==> src/rtl/dfc_consts.vh <==
`ifndef DFC_CONSTS_VH
`define DFC_CONSTS_VH

// ==================================================
// register indices (byte address is four times these)
`define DFC_IDX_CHAN_SEL     6'h00
`define DFC_IDX_GLOBAL       6'h02
`define DFC_IDX_CHANNEL      6'h03
`define DFC_IDX_FTW          6'h04
`define DFC_IDX_SWEEP_RATE   6'h07
`define DFC_IDX_DELTA        6'h08
`define DFC_IDX_UPDATE       6'h09

// ==================================================
// decode codes
`define DFC_DEC_NONE         3'h0
`define DFC_DEC_CHAN_SEL     3'h1
`define DFC_DEC_GLOBAL       3'h2
`define DFC_DEC_CHANNEL      3'h3
`define DFC_DEC_FTW          3'h4
`define DFC_DEC_SWEEP_RATE   3'h5
`define DFC_DEC_DELTA        3'h6
`define DFC_DEC_UPDATE       3'h7

// ==================================================
// global function control fields
`define DFC_G_AUTO_SWEEP     15
`define DFC_G_CLR_SWEEP      14
`define DFC_G_AUTO_PHASE     13
`define DFC_G_CLR_PHASE      12
`define DFC_G_MASK           16'hf0f3
`define DFC_G_RESET          16'h0000

// ==================================================
// channel function control fields
`define DFC_C_MOD_HI         23
`define DFC_C_MOD_LO         22
`define DFC_C_NO_DWELL       15
`define DFC_C_SWEEP_EN       14
`define DFC_C_SRR_UPD        13
`define DFC_C_FSC_HI         9
`define DFC_C_FSC_LO         8
`define DFC_C_DIG_PD         7
`define DFC_C_DAC_PD         6
`define DFC_C_MASK           24'hc0e3ff
`define DFC_C_RESET          24'h000300

// ==================================================
// own registers
`define DFC_SEL_RESET        2'h3
`define DFC_RATE_RESET       8'h01
`define DFC_RESP_OKAY        2'h0
`define DFC_RESP_SLVERR      2'h2

`endif

==> src/rtl/dfc_sync3.v <==
`timescale 1ns/10ps

// ==================================================
// three-stage pin synchroniser with agreement filter
module dfc_sync3 (
	input  wire mclk,
	input  wire srst,
	input  wire pin_in,
	output reg  level_reg,
	output reg  rise_reg
);

	reg s1_reg;
	reg s2_reg;
	reg s3_reg;

	always @(posedge mclk) begin
		if (srst) begin
			s1_reg    <= 1'b0;
			s2_reg    <= 1'b0;
			s3_reg    <= 1'b0;
			level_reg <= 1'b0;
			rise_reg  <= 1'b0;
		end else begin
			s1_reg   <= pin_in;
			s2_reg   <= s1_reg;
			s3_reg   <= s2_reg;
			rise_reg <= 1'b0;
			// a change counts only once stages two and three agree
			if (s2_reg == s3_reg) begin
				level_reg <= s2_reg;
				rise_reg  <= s2_reg & ~level_reg;
			end
		end
	end

endmodule

==> src/rtl/dfc_chan_core.v <==
`timescale 1ns/10ps

// ==================================================
// one channel: ramp-rate timer, sweep and phase accumulators
module dfc_chan_core #(
	parameter AW = 32,
	parameter RW = 8
) (
	input  wire          mclk,
	input  wire          srst,
	input  wire [AW-1:0] ftw,
	input  wire [AW-1:0] delta,
	input  wire [RW-1:0] rate,
	input  wire          sweep_en,
	input  wire          no_dwell,
	input  wire          srr_upd,
	input  wire          dig_pd,
	input  wire          upd,
	input  wire          auto_sweep,
	input  wire          clr_sweep,
	input  wire          auto_phase,
	input  wire          clr_phase,
	output reg  [AW-1:0] phase_reg,
	output reg  [AW-1:0] sweep_reg,
	output reg           at_end_reg
);

	reg  [RW-1:0] timer_reg;
	wire          tick;
	wire [AW:0]   sweep_sum;
	wire [AW-1:0] freq;

	assign tick      = (timer_reg <= {{(RW-1){1'b0}}, 1'b1});
	assign sweep_sum = {1'b0, sweep_reg} + {1'b0, delta};
	assign freq      = sweep_en ? ftw + sweep_reg : ftw;

	always @(posedge mclk) begin
		if (srst) begin
			timer_reg <= {RW{1'b0}};
		end else if (upd && srr_upd) begin
			timer_reg <= rate;
		end else if (tick) begin
			timer_reg <= rate;
		end else begin
			timer_reg <= timer_reg - {{(RW-1){1'b0}}, 1'b1};
		end
	end

	always @(posedge mclk) begin
		if (srst || clr_sweep) begin
			sweep_reg  <= {AW{1'b0}};
			at_end_reg <= 1'b0;
		end else if (upd && auto_sweep) begin
			sweep_reg  <= {AW{1'b0}};
			at_end_reg <= 1'b0;
		end else if (sweep_en && tick && !dig_pd) begin
			if (!sweep_sum[AW]) begin
				sweep_reg <= sweep_sum[AW-1:0];
			end else if (sweep_en && no_dwell) begin
				sweep_reg  <= {AW{1'b0}};
				at_end_reg <= 1'b0;
			end else begin
				// dwell at the top of the ramp
				sweep_reg  <= {AW{1'b1}};
				at_end_reg <= 1'b1;
			end
		end
	end
	// otherwise a new delta is used from the next tick, with no update needed

	always @(posedge mclk) begin
		if (srst || clr_phase) begin
			phase_reg <= {AW{1'b0}};
		end else if (upd && auto_phase) begin
			phase_reg <= {AW{1'b0}};
		end else if (!dig_pd) begin
			phase_reg <= phase_reg + freq;
		end
	end

endmodule

==> src/rtl/dfc_top.v <==
// Notes on behaviour
// - autoclear sweep off: delta applies at once, not held for update
// - autoclear sweep on: update zeroes sweep accumulators
// - sweep clear bit holds sweep accumulators cleared
// - autoclear phase off: tuning word applies at once, not held for update
// - autoclear phase on: update zeroes phase accumulators
// - phase clear bit holds phase accumulators cleared
// - two-bit field selects channel modulation type
// - no-dwell active only while sweep enabled
// - sweep adds delta at ramp rate
// - reload bit clear: timer reloads at one
// - reload bit set: also reload on update
// - full-scale current field resets to three
// - digital power-down bit freezes channel accumulators, timer keeps running
// - DAC power-down clear keeps DAC enabled
// - DAC power-down set disables channel DAC
`timescale 1ns/10ps
`include "dfc_consts.vh"

module dfc_top #(
	parameter AW = 32,
	parameter RW = 8
) (
	input  wire          mclk,
	input  wire          srst,
	input  wire          io_update_pin,
	input  wire [31:0]   s_axi_awaddr,
	input  wire          s_axi_awvalid,
	output reg           s_axi_awready,
	input  wire [31:0]   s_axi_wdata,
	input  wire [3:0]    s_axi_wstrb,
	input  wire          s_axi_wvalid,
	output reg           s_axi_wready,
	output reg  [1:0]    s_axi_bresp,
	output reg           s_axi_bvalid,
	input  wire          s_axi_bready,
	input  wire [31:0]   s_axi_araddr,
	input  wire          s_axi_arvalid,
	output reg           s_axi_arready,
	output reg  [31:0]   s_axi_rdata,
	output reg  [1:0]    s_axi_rresp,
	output reg           s_axi_rvalid,
	input  wire          s_axi_rready,
	output wire [AW-1:0] phase_acc0,
	output wire [AW-1:0] phase_acc1,
	output wire [AW-1:0] sweep_acc0,
	output wire [AW-1:0] sweep_acc1,
	output wire [3:0]    modulation_type_select,
	output wire [3:0]    dac_fsc,
	output wire [1:0]    dig_powerdown,
	output wire [1:0]    dac_powerdown
);

	// ==================================================
	// helpers
	function [2:0] dec_addr;
		input [31:0] addr;
		begin
			if (addr[31:8] != 24'h000000 || addr[1:0] != 2'h0) begin
				dec_addr = `DFC_DEC_NONE;
			end else if (addr[7:2] == `DFC_IDX_CHAN_SEL) begin
				dec_addr = `DFC_DEC_CHAN_SEL;
			end else if (addr[7:2] == `DFC_IDX_GLOBAL) begin
				dec_addr = `DFC_DEC_GLOBAL;
			end else if (addr[7:2] == `DFC_IDX_CHANNEL) begin
				dec_addr = `DFC_DEC_CHANNEL;
			end else if (addr[7:2] == `DFC_IDX_FTW) begin
				dec_addr = `DFC_DEC_FTW;
			end else if (addr[7:2] == `DFC_IDX_SWEEP_RATE) begin
				dec_addr = `DFC_DEC_SWEEP_RATE;
			end else if (addr[7:2] == `DFC_IDX_DELTA) begin
				dec_addr = `DFC_DEC_DELTA;
			end else if (addr[7:2] == `DFC_IDX_UPDATE) begin
				dec_addr = `DFC_DEC_UPDATE;
			end else begin
				dec_addr = `DFC_DEC_NONE;
			end
		end
	endfunction

	// byte-lane merge, bits outside mask stay zero
	function [31:0] merge;
		input [31:0] old;
		input [31:0] data;
		input [3:0]  strb;
		input [31:0] mask;
		integer i;
		begin
			merge = old;
			for (i = 0; i < 4; i = i + 1) begin
				if (strb[i]) begin
					merge[i*8 +: 8] = data[i*8 +: 8];
				end
			end
			merge = merge & mask;
		end
	endfunction

	// ==================================================
	// register storage
	reg  [1:0]    chan_sel_reg;
	reg  [15:0]   global_function_control_reg;
	reg  [23:0]   channel_function_control_reg [0:1];
	reg  [AW-1:0] ftw_reg [0:1];
	reg  [AW-1:0] delta_reg [0:1];
	reg  [RW-1:0] rate_reg [0:1];
	reg           sw_update_reg;

	// ==================================================
	// write channel state
	reg           aw_hold_reg;
	reg           w_hold_reg;
	reg  [31:0]   awaddr_reg;
	reg  [31:0]   wdata_reg;
	reg  [3:0]    wstrb_reg;
	wire          do_write;
	wire [2:0]    wdec;
	reg  [1:0]    rd_sel;

	assign do_write = aw_hold_reg && w_hold_reg && !s_axi_bvalid;
	assign wdec     = dec_addr(awaddr_reg);

	// ==================================================
	// merged write words, cut to each register's width where stored
	wire [31:0]   sel_wr;
	wire [31:0]   glob_wr;
	wire [31:0]   chan_wr0;
	wire [31:0]   chan_wr1;
	wire [31:0]   rate_wr0;
	wire [31:0]   rate_wr1;

	assign sel_wr   = merge({30'h00000000, chan_sel_reg}, wdata_reg, wstrb_reg, 32'h00000003);
	assign glob_wr  = merge({16'h0000, global_function_control_reg},
		wdata_reg, wstrb_reg, {16'h0000, `DFC_G_MASK});
	assign chan_wr0 = merge({8'h00, channel_function_control_reg[0]},
		wdata_reg, wstrb_reg, {8'h00, `DFC_C_MASK});
	assign chan_wr1 = merge({8'h00, channel_function_control_reg[1]},
		wdata_reg, wstrb_reg, {8'h00, `DFC_C_MASK});
	assign rate_wr0 = merge({24'h000000, rate_reg[0]}, wdata_reg, wstrb_reg, 32'h000000ff);
	assign rate_wr1 = merge({24'h000000, rate_reg[1]}, wdata_reg, wstrb_reg, 32'h000000ff);

	// ==================================================
	// update event: synchronised pin rise or software strobe
	wire pin_level;
	wire pin_rise;
	wire upd;

	dfc_sync3 u_upd_sync (
		.mclk      (mclk),
		.srst      (srst),
		.pin_in    (io_update_pin),
		.level_reg (pin_level),
		.rise_reg  (pin_rise)
	);

	assign upd = pin_rise | sw_update_reg;

	// ==================================================
	// axi write handshake
	always @(posedge mclk) begin
		if (srst) begin
			s_axi_awready <= 1'b0;
			s_axi_wready  <= 1'b0;
			s_axi_bvalid  <= 1'b0;
			s_axi_bresp   <= `DFC_RESP_OKAY;
			aw_hold_reg   <= 1'b0;
			w_hold_reg    <= 1'b0;
			awaddr_reg    <= 32'h00000000;
			wdata_reg     <= 32'h00000000;
			wstrb_reg     <= 4'h0;
		end else begin
			if (!aw_hold_reg && !s_axi_bvalid && !s_axi_awready) begin
				s_axi_awready <= 1'b1;
			end
			if (!w_hold_reg && !s_axi_bvalid && !s_axi_wready) begin
				s_axi_wready <= 1'b1;
			end
			if (s_axi_awvalid && s_axi_awready) begin
				awaddr_reg    <= s_axi_awaddr;
				aw_hold_reg   <= 1'b1;
				s_axi_awready <= 1'b0;
			end
			if (s_axi_wvalid && s_axi_wready) begin
				wdata_reg    <= s_axi_wdata;
				wstrb_reg    <= s_axi_wstrb;
				w_hold_reg   <= 1'b1;
				s_axi_wready <= 1'b0;
			end
			if (do_write) begin
				s_axi_bvalid <= 1'b1;
				s_axi_bresp  <= (wdec == `DFC_DEC_NONE) ? `DFC_RESP_SLVERR : `DFC_RESP_OKAY;
				aw_hold_reg  <= 1'b0;
				w_hold_reg   <= 1'b0;
			end
			if (s_axi_bvalid && s_axi_bready) begin
				s_axi_bvalid <= 1'b0;
			end
		end
	end

	// ==================================================
	// register writes
	integer c;

	always @(posedge mclk) begin
		if (srst) begin
			chan_sel_reg                <= `DFC_SEL_RESET;
			global_function_control_reg <= `DFC_G_RESET;
			sw_update_reg               <= 1'b0;
			for (c = 0; c < 2; c = c + 1) begin
				channel_function_control_reg[c] <= `DFC_C_RESET;
				ftw_reg[c]                      <= {AW{1'b0}};
				delta_reg[c]                    <= {AW{1'b0}};
				rate_reg[c]                     <= `DFC_RATE_RESET;
			end
		end else begin
			sw_update_reg <= do_write && wdec == `DFC_DEC_UPDATE && wstrb_reg[0] && wdata_reg[0];
			if (do_write && wdec == `DFC_DEC_CHAN_SEL) begin
				chan_sel_reg <= sel_wr[1:0];
			end
			if (do_write && wdec == `DFC_DEC_GLOBAL) begin
				// sync fields are kept for read-back only
				global_function_control_reg <= glob_wr[15:0];
			end
			// channel writes land in every selected channel
			for (c = 0; c < 2; c = c + 1) begin
				if (do_write && chan_sel_reg[c]) begin
					if (wdec == `DFC_DEC_CHANNEL) begin
						channel_function_control_reg[c] <= (c == 0) ? chan_wr0[23:0] : chan_wr1[23:0];
					end
					if (wdec == `DFC_DEC_FTW) begin
						ftw_reg[c] <= merge(ftw_reg[c], wdata_reg, wstrb_reg, 32'hffffffff);
					end
					if (wdec == `DFC_DEC_DELTA) begin
						delta_reg[c] <= merge(delta_reg[c], wdata_reg, wstrb_reg, 32'hffffffff);
					end
					if (wdec == `DFC_DEC_SWEEP_RATE) begin
						rate_reg[c] <= (c == 0) ? rate_wr0[RW-1:0] : rate_wr1[RW-1:0];
					end
				end
			end
		end
	end

	// ==================================================
	// channel cores
	wire [AW-1:0] phase_w [0:1];
	wire [AW-1:0] sweep_w [0:1];
	wire [1:0]    at_end;

	genvar g;
	generate
		for (g = 0; g < 2; g = g + 1) begin : gen_chan
			dfc_chan_core #(
				.AW (AW),
				.RW (RW)
			) u_core (
				.mclk       (mclk),
				.srst       (srst),
				.ftw        (ftw_reg[g]),
				.delta      (delta_reg[g]),
				.rate       (rate_reg[g]),
				.sweep_en   (channel_function_control_reg[g][`DFC_C_SWEEP_EN]),
				.no_dwell   (channel_function_control_reg[g][`DFC_C_NO_DWELL]),
				.srr_upd    (channel_function_control_reg[g][`DFC_C_SRR_UPD]),
				.dig_pd     (channel_function_control_reg[g][`DFC_C_DIG_PD]),
				.upd        (upd),
				.auto_sweep (global_function_control_reg[`DFC_G_AUTO_SWEEP]),
				.clr_sweep  (global_function_control_reg[`DFC_G_CLR_SWEEP]),
				.auto_phase (global_function_control_reg[`DFC_G_AUTO_PHASE]),
				.clr_phase  (global_function_control_reg[`DFC_G_CLR_PHASE]),
				.phase_reg  (phase_w[g]),
				.sweep_reg  (sweep_w[g]),
				.at_end_reg (at_end[g])
			);
		end
	endgenerate

	assign phase_acc0 = phase_w[0];
	assign phase_acc1 = phase_w[1];
	assign sweep_acc0 = sweep_w[0];
	assign sweep_acc1 = sweep_w[1];

	// ==================================================
	// configuration outputs, all straight from register bits
	assign modulation_type_select = {channel_function_control_reg[1][`DFC_C_MOD_HI:`DFC_C_MOD_LO],
		channel_function_control_reg[0][`DFC_C_MOD_HI:`DFC_C_MOD_LO]};
	assign dac_fsc = {channel_function_control_reg[1][`DFC_C_FSC_HI:`DFC_C_FSC_LO],
		channel_function_control_reg[0][`DFC_C_FSC_HI:`DFC_C_FSC_LO]};
	assign dig_powerdown = {channel_function_control_reg[1][`DFC_C_DIG_PD],
		channel_function_control_reg[0][`DFC_C_DIG_PD]};
	// high disables the DAC, low keeps it running
	assign dac_powerdown = {channel_function_control_reg[1][`DFC_C_DAC_PD],
		channel_function_control_reg[0][`DFC_C_DAC_PD]};

	// ==================================================
	// read path
	reg  [31:0] rd_mux;
	wire [2:0]  rdec;

	assign rdec = dec_addr(s_axi_araddr);

	// reads of channel registers come from channel 0 when it is selected, else from channel 1
	always @* begin
		rd_sel = chan_sel_reg[0] ? 2'h0 : 2'h1;
		rd_mux = 32'h00000000;
		if (rdec == `DFC_DEC_CHAN_SEL) begin
			rd_mux = {30'h00000000, chan_sel_reg};
		end else if (rdec == `DFC_DEC_GLOBAL) begin
			rd_mux = {16'h0000, global_function_control_reg};
		end else if (rdec == `DFC_DEC_CHANNEL) begin
			rd_mux = {8'h00, channel_function_control_reg[rd_sel[0]]};
		end else if (rdec == `DFC_DEC_FTW) begin
			rd_mux = ftw_reg[rd_sel[0]];
		end else if (rdec == `DFC_DEC_SWEEP_RATE) begin
			rd_mux = {24'h000000, rate_reg[rd_sel[0]]};
		end else if (rdec == `DFC_DEC_DELTA) begin
			rd_mux = delta_reg[rd_sel[0]];
		end else if (rdec == `DFC_DEC_UPDATE) begin
			rd_mux = {29'h00000000, pin_level, at_end};
		end
	end

	always @(posedge mclk) begin
		if (srst) begin
			s_axi_arready <= 1'b0;
			s_axi_rvalid  <= 1'b0;
			s_axi_rdata   <= 32'h00000000;
			s_axi_rresp   <= `DFC_RESP_OKAY;
		end else begin
			if (!s_axi_rvalid && !s_axi_arready) begin
				s_axi_arready <= 1'b1;
			end
			if (s_axi_arvalid && s_axi_arready) begin
				s_axi_arready <= 1'b0;
				s_axi_rvalid  <= 1'b1;
				s_axi_rdata   <= rd_mux;
				s_axi_rresp   <= (rdec == `DFC_DEC_NONE) ? `DFC_RESP_SLVERR : `DFC_RESP_OKAY;
			end
			if (s_axi_rvalid && s_axi_rready) begin
				s_axi_rvalid <= 1'b0;
			end
		end
	end

endmodule

==> config.mk <==
export PLATFORM = sky130hd
export DESIGN_NAME = dfc_top
export DESIGN_NICKNAME = d
export VERILOG_FILES = /design/src/rtl/dfc_sync3.v /design/src/rtl/dfc_chan_core.v /design/src/rtl/dfc_top.v
export VERILOG_INCLUDE_DIRS = /design/src /design/src/rtl
export SDC_FILE = /design/constraint.sdc
export NUM_CORES = 1
export LEC_CHECK = 0
export BUFFER_PORTS_ARGS = -buffer_cell sky130_fd_sc_hd__buf_2
export CORE_UTILIZATION = 65
export CTS_CLUSTER_SIZE = 16
export DETAILED_ROUTE_END_ITERATION = 12
export GPL_TIMING_DRIVEN = 0
export PLACE_DENSITY_LB_ADDON = 0.2
export SETUP_SLACK_MARGIN = 0.5
export SYNTH_ARGS = -nofsm -noshare
export SYNTH_HDL_FRONTEND = slang
export SYNTH_SLANG_ARGS = --single-unit
==> constraint.sdc <==
create_clock -name mclk -period 13.47 [get_ports mclk]
set_clock_uncertainty 0.1 [all_clocks]
set_input_delay 1.347 -clock mclk [delete_from_list [all_inputs] [get_ports mclk]]
set_output_delay 1.347 -clock mclk [all_outputs]
set_load 0.005 [all_outputs]
==> results of run 1 <==
[critical path: stages, from the launching register on]
cell and delay, ps:
edfxtp_1 560, ha_1 300, inv_1 70, fa_1 200, nor2b_1 60, o21a_1 180
o21ai_0 260, a31oi_1 180, nor4bb_1 530, o21bai_1 210, xor2_1 170, mux2_2 280
ha_1 340, a21o_1 200, a21o_1 170, a21o_1 190, a32o_1 290, a2111oi_0 630
o31ai_1 260, a21o_1 220, a21o_1 170, a31oi_1 200, xnor2_1 90, mux2i_1 120
nor2_1 60
[worst min-delay path by stage]
stage | from | end | slack, ps
after global placement | u_upd_sync.s1_reg | u_upd_sync.s2_reg | 330
after detailed placement | u_upd_sync.s1_reg | u_upd_sync.s2_reg | 340
final | u_upd_sync.s1_reg | u_upd_sync.s2_reg | 350
after CTS | u_upd_sync.s1_reg | u_upd_sync.s2_reg | 350
after floorplan | u_upd_sync.s1_reg | u_upd_sync.s2_reg | 310
after global routing | u_upd_sync.s1_reg | u_upd_sync.s2_reg | 370
[cells in the mapped netlist (all sizes together) (39+ instances only)]
| cell | n |
|---|---|
| a211oi | 43 |
| a21o | 105 |
| a21oi | 349 |
| and3 | 96 |
| buf | 45 |
| clkbuf | 108 |
| dfxtp | 273 |
| edfxtp | 174 |
| ha | 202 |
| inv | 71 |
| mux2 | 57 |
| mux2i | 112 |
| nand2 | 349 |
| nor2 | 264 |
| o21a | 39 |
| o21ai | 134 |
| xnor2 | 113 |
| xor2 | 56 |
[kinds of logic (layout without fill, tap and decap cells)]
logic type | count (synthesis) | after routing | synth area share
DFF | 447 | 447 | 0.389
AOI/OAI and AO/OA | 888 | 888 | 0.204
buffers and inverters | 225 | 601 | 0.0337
xor gates and xnor gates | 169 | 169 | 0.0539
and+or+nand+nor | 941 | 941 | 0.158
other | 1 | 2 | 0.000137
adders and majority gates | 208 | 208 | 0.0964
muxes | 169 | 169 | 0.0643
[metal layers]
metal  share of wire  wire [um]  vias up  track usage
li1                -          -    11800            -
met1            0.37      35400    12400        0.533
met2            0.44      42500     1702        0.691
met3            0.12      11200      403        0.102
met4           0.071       6770        2        0.269
met5         0.00014         13        -            0
[area by class of cell]
type,instances,area (um2)
inverter,72,270
clock buffer,59,1320
multi-input combinational,2377,15900
timing repair buffer,286,1440
buffer,153,654
fill,2908,9980
sequential,447,10700
clock inverter,31,333
tap,532,666
[stage by stage]
stage / cell area (um2) / util
floorplan: 27500 / -
global placement: 29500 / 0.717
detailed placement: 29600 / 0.718
CTS: 31200 / 0.758
global route: 31200 / 0.758
finish: 31200 / 0.758
[report_power, final]
group / switching, W / leakage (nW) / internal [W] / total, W
Clock: 0.000612 / 0.794 / 0.000783 / 0.00139
Combinational: 0.000615 / 9.85 / 0.000448 / 0.00106
Sequential: 0.000136 / 4.00 / 0.00151 / 0.00165
Total: 0.00136 / 14.6 / 0.00274 / 0.00410
==> results.yml, run 1 <==
setup_path:
  worstSetupEndpoint: "gen_chan[0].u_core.phase_reg[29]"
  crit_type: "reg -> reg"
  rr_startpoint: "ftw_reg[0][0]"
  crit_required_ps: 13830
  r2r_slack_ps: 7260
  rr_worst_depth: 24
  crit_arrival_ps: 6570
  critPathLaunchType: "register"
  startpoint: "ftw_reg[0][0]"
  cp_max_fo: 5
  end_kind: "register"
  rr_endpoint: "gen_chan[0].u_core.phase_reg[29]"
power_and_ir_drop:
  p_leak_nw: 14.6
  powerDensity_mw_per_mm2: 131
  total_power_w: 0.00410
  ir_worst_vdd_v: 0.000130
synth:
  synth_ff_type: "dfxtp_1"
  yosysTopAreaCellShare: 0.199
  synth.area.top_cells: "dfxtp_1 (20%), edfxtp_1 (19%), ha_1 (9.2%)"
  yosys_warnings: 0
  synth_edf_count: 174
  yosysUniqueCellTypes: 89
  synth_top_area_cell: "dfxtp_1"
  synth_cells: 3048
  ys_ff_latch: 447
  netlist_area_mm2: 0.0275
  ys_seq_area_frac: 0.389
  postSynthAreaPerCell_um2: 9.01
  ys_async_sr_fraction: 0
layout:
  area_growth_pct: 13.7
  final_cells: 3957
  nNetsFinal: 3701
  final_layout_size_suffix_gt1_frac: 0.142
  final_cell_mix: "a21oi_1 (348), nand2_1 (348), buf_2 (291)"
  antenna-diode-count: 0
clocking:
  clkTransAtPathRegs_ps: 70
  clk_path_buf_depth: 3
  post-cts-setup-buffer-count: 0
  cts_hold_buf: 0
  cts.sinks: 447
  ctsResizeCount: 0
  htree_levels: 2
  cts_buffers: 48
  cts_tree: "done"
  clk_latency_ps: 630
  clockRootBuffer: "clkbuf_16"
timing:
  setup_viol: 0
  setup_slack_ps: 7260
  worst_pin_slew_ps: 1560
  fin_setup_tns_ps: 0
  fmax_mhz: 161
  post-route-min-period_ps: 6210
  rsz0062_at_grt: "false"
  slew_violations: 4
  hold_viol: 0
  timing.hold.ws_ps: 353
  min_period_over_period: 0.461
  max_slew_margin: -0.0528
die:
  dieArea_mm2: 0.0431
  rows: 74
  die_w_um: 208
  start_util: 0.666
  core_area_mm2: 0.0412
  die_y_um: 208
  ios: 289
run:
  drv_cap: 1
global_routing:
  grt_overflow: 0
  globalRouteTotalUtil: 0.434
  antenna_found_initial: 2
  grt_pass1_vias: 25000
  grt_max_degree: 16
  grt_pass1_wl_um: 143000
placed_design:
  dp.cells: 3866
  place_ws_ps: 7420
  gp_congestion: 1.05
  numPortBuffers: 284
  hpwl_um: 74600
detailed_routing:
  via_count: 26200
  routed_wl_um: 95800
  ant_nets: 0
  vias_per_cell: 6.63
  first_pass_iters: 6
  wire_per_inst_um: 24.2
  drt_iter0_markers: 2844
  route.detailed.drc: 0
hold_path:
  worstHoldPathType: "reg -> reg"
  whs_path_depth: 1
outcome:
  status: "complete, but fails checks"
  violations: "max-capacitance violations, max-slew violations"
Power figures use the tool's default switching activity.
==> run 2, diff against run 1 <==
Settings changed: CORE_UTILIZATION 65 to 60.
Clock period 13.47 ns to 6 ns, I/O delays scaled along.
==> run 2 against run 1 <==
  * The run still ends with max-capacitance violations, max-slew violations left
  * Critical path depth increased by 1
  * Via count decreased by 2.4%
  * Clock power increased by 140%
  * Critical path type unchanged
  * Critical endpoint is now gen_chan[1].u_core.phase_reg[31]
  * Largest power group unchanged
==> results.yml, run 2 (same netlist as run 1, synthesis figures left out) <==
outcome:
  status: "complete, but fails checks"
  violations: "max-capacitance violations, max-slew violations"
clocking:
  clockRootBuffer: "clkbuf_16"
  clk_path_buf_depth: 3
  cts_buffers: 49
  cts.sinks: 447
  cts_hold_buf: 0
  clkTransAtPathRegs_ps: 60
  htree_levels: 2
  cts_tree: "done"
  clk_latency_ps: 630
power_and_ir_drop:
  p_seq_frac: 0.391
  switching_share: 0.325
  clkPwrFrac: 0.352
  p_sw_w: 0.00308
  powerDensity_mw_per_mm2: 298
  combinationalPowerShare: 0.257
  ir_worst_vdd_v: 0.000340
  p_int_w: 0.00640
  p_leak_nw: 14.8
timing:
  setup_viol: 0
  slew_violations: 4
  post-route-min-period_ps: 5550
  fin_setup_tns_ps: 0
  worst_pin_slew_ps: 1510
  max_slew_margin: -0.0226
  hold_viol: 0
  min_period_over_period: 0.926
  fmax_mhz: 180
  rsz0062_at_grt: "true"
detailed_routing:
  via_count: 25600
  first_pass_iters: 6
  vias_per_cell: 6.33
  ant_nets: 0
  drt_iter0_markers: 2649
  routed_wl_um: 95700
  wire_per_inst_um: 23.6
  route.detailed.drc: 0
die:
  die_y_um: 216
  dieArea_mm2: 0.0466
  core_area_mm2: 0.0453
  start_util: 0.606
  ios: 289
  rows: 78
  die_w_um: 216
hold_path:
  worstHoldPathType: "in -> reg"
  worstHoldStart: "io_update_pin"
placed_design:
  numPortBuffers: 284
  hpwl_um: 74900
  gp_congestion: 0.980
  dpl_cell_area_mm2: 0.0296
global_routing:
  grt_pass1_vias: 24000
  grt_pass1_wl_um: 141000
  globalRouteTotalUtil: 0.399
  antenna_found_initial: 1
  grt_max_degree: 15
  grt_overflow: 0
layout:
  area_growth_pct: 16.0
  final_cell_mix: "nand2_1 (348), a21oi_1 (341), buf_2 (292)"
  multi_input_area_mm2: 0.0161
  finish.utilization: 0.703
  antenna-diode-count: 0
  ff_latch_area_mm2: 0.0107
  final_common_cell: "nand2_1"
  final_area_mm2: 0.0318
  fillers: 3532
  final_layout_size_suffix_gt1_frac: 0.161
  nNetsFinal: 3722
setup_path:
  crit_family: "compound AO/OA/AOI/OAI gates"
  cp_max_fo: 6
  critPathMaxStageDelay_ps: 450
  cp_slowest_cell: "o41a_1"
  end_kind: "register"
  crit_type: "reg -> reg"
  cp_num_buf_inv: 2
  crit_arrival_ps: 6000
  crit_required_ps: 6440
  startpoint: "ftw_reg[1][0]"
  critPathLaunchType: "register"
  rr_startpoint: "ftw_reg[1][0]"
run:
  drv_cap: 1
[run 2: changes by cell type in the layout (fill, tap and decap cells not counted), sizes merged]
cell      previous run  this run
clkbuf             168       164
inv                 76        74
buf                330       349
clkinv              19        21
clkinvlp             4         5
bufinv               4        10
[run 2: layer usage]
metal	up-vias	share of wire	wire (um)	track usage
met5	-	0.00014	13	0
met4	2	0.064	6110	0.231
met3	267	0.092	8770	0.0672
met2	1366	0.45	42700	0.634
met1	12200	0.40	38200	0.512
li1	11800	-	-	-
[run 2: what timing repair did]
item | CTS | global route
cloned | 0 | 0
buffers inserted | 7 | 13
pin swaps | 12 | 30
endpoints found under the setup margin | 8 | 12
resized for setup | 21 | 45
[run 2: layout make-up]
type	count	area share
buffer	153	0.0208
clock buffer	54	0.0394
clock inverter	38	0.0163
inverter	72	0.00849
multi-input combinational	2377	0.506
sequential	447	0.336
tap	600	0.0236
timing repair buffer	306	0.0498
[run 2: path summary, 6_finish.rpt]
| path | end | slack (ps) | cells past startpoint |
|---|---|---|---|
| setup / recovery | gen_chan[1].u_core.phase_reg[31] | 450 | 25 |
| hold / removal | u_upd_sync.s1_reg | 80 | 2 |
| setup reg to reg | gen_chan[1].u_core.phase_reg[31] | 450 | 25 |
| hold reg to reg | u_upd_sync.s2_reg | 340 | 1 |
[run 2: per-stage QoR]
step                      hold WS, ps  total power [W]  worst slack, ps  instances
after floorplan                   314          0.00532              978       3049
after global routing             88.8          0.00984              274       4047
after CTS                        69.2          0.00937              492       4033
final                            84.6          0.00948              446       4047
after global placement            320          0.00598              183       3933
after detailed placement          325          0.00605              144       3934
[run 2: power groups by stage]
stage               logic (W)  registers, W  clock network (W)
floorplan             0.00168       0.00363                  0
global placement      0.00223       0.00374                  0
detailed placement    0.00230       0.00376                  0
CTS                   0.00234       0.00369            0.00333
global route          0.00267       0.00373            0.00344
finish                0.00243       0.00371            0.00334
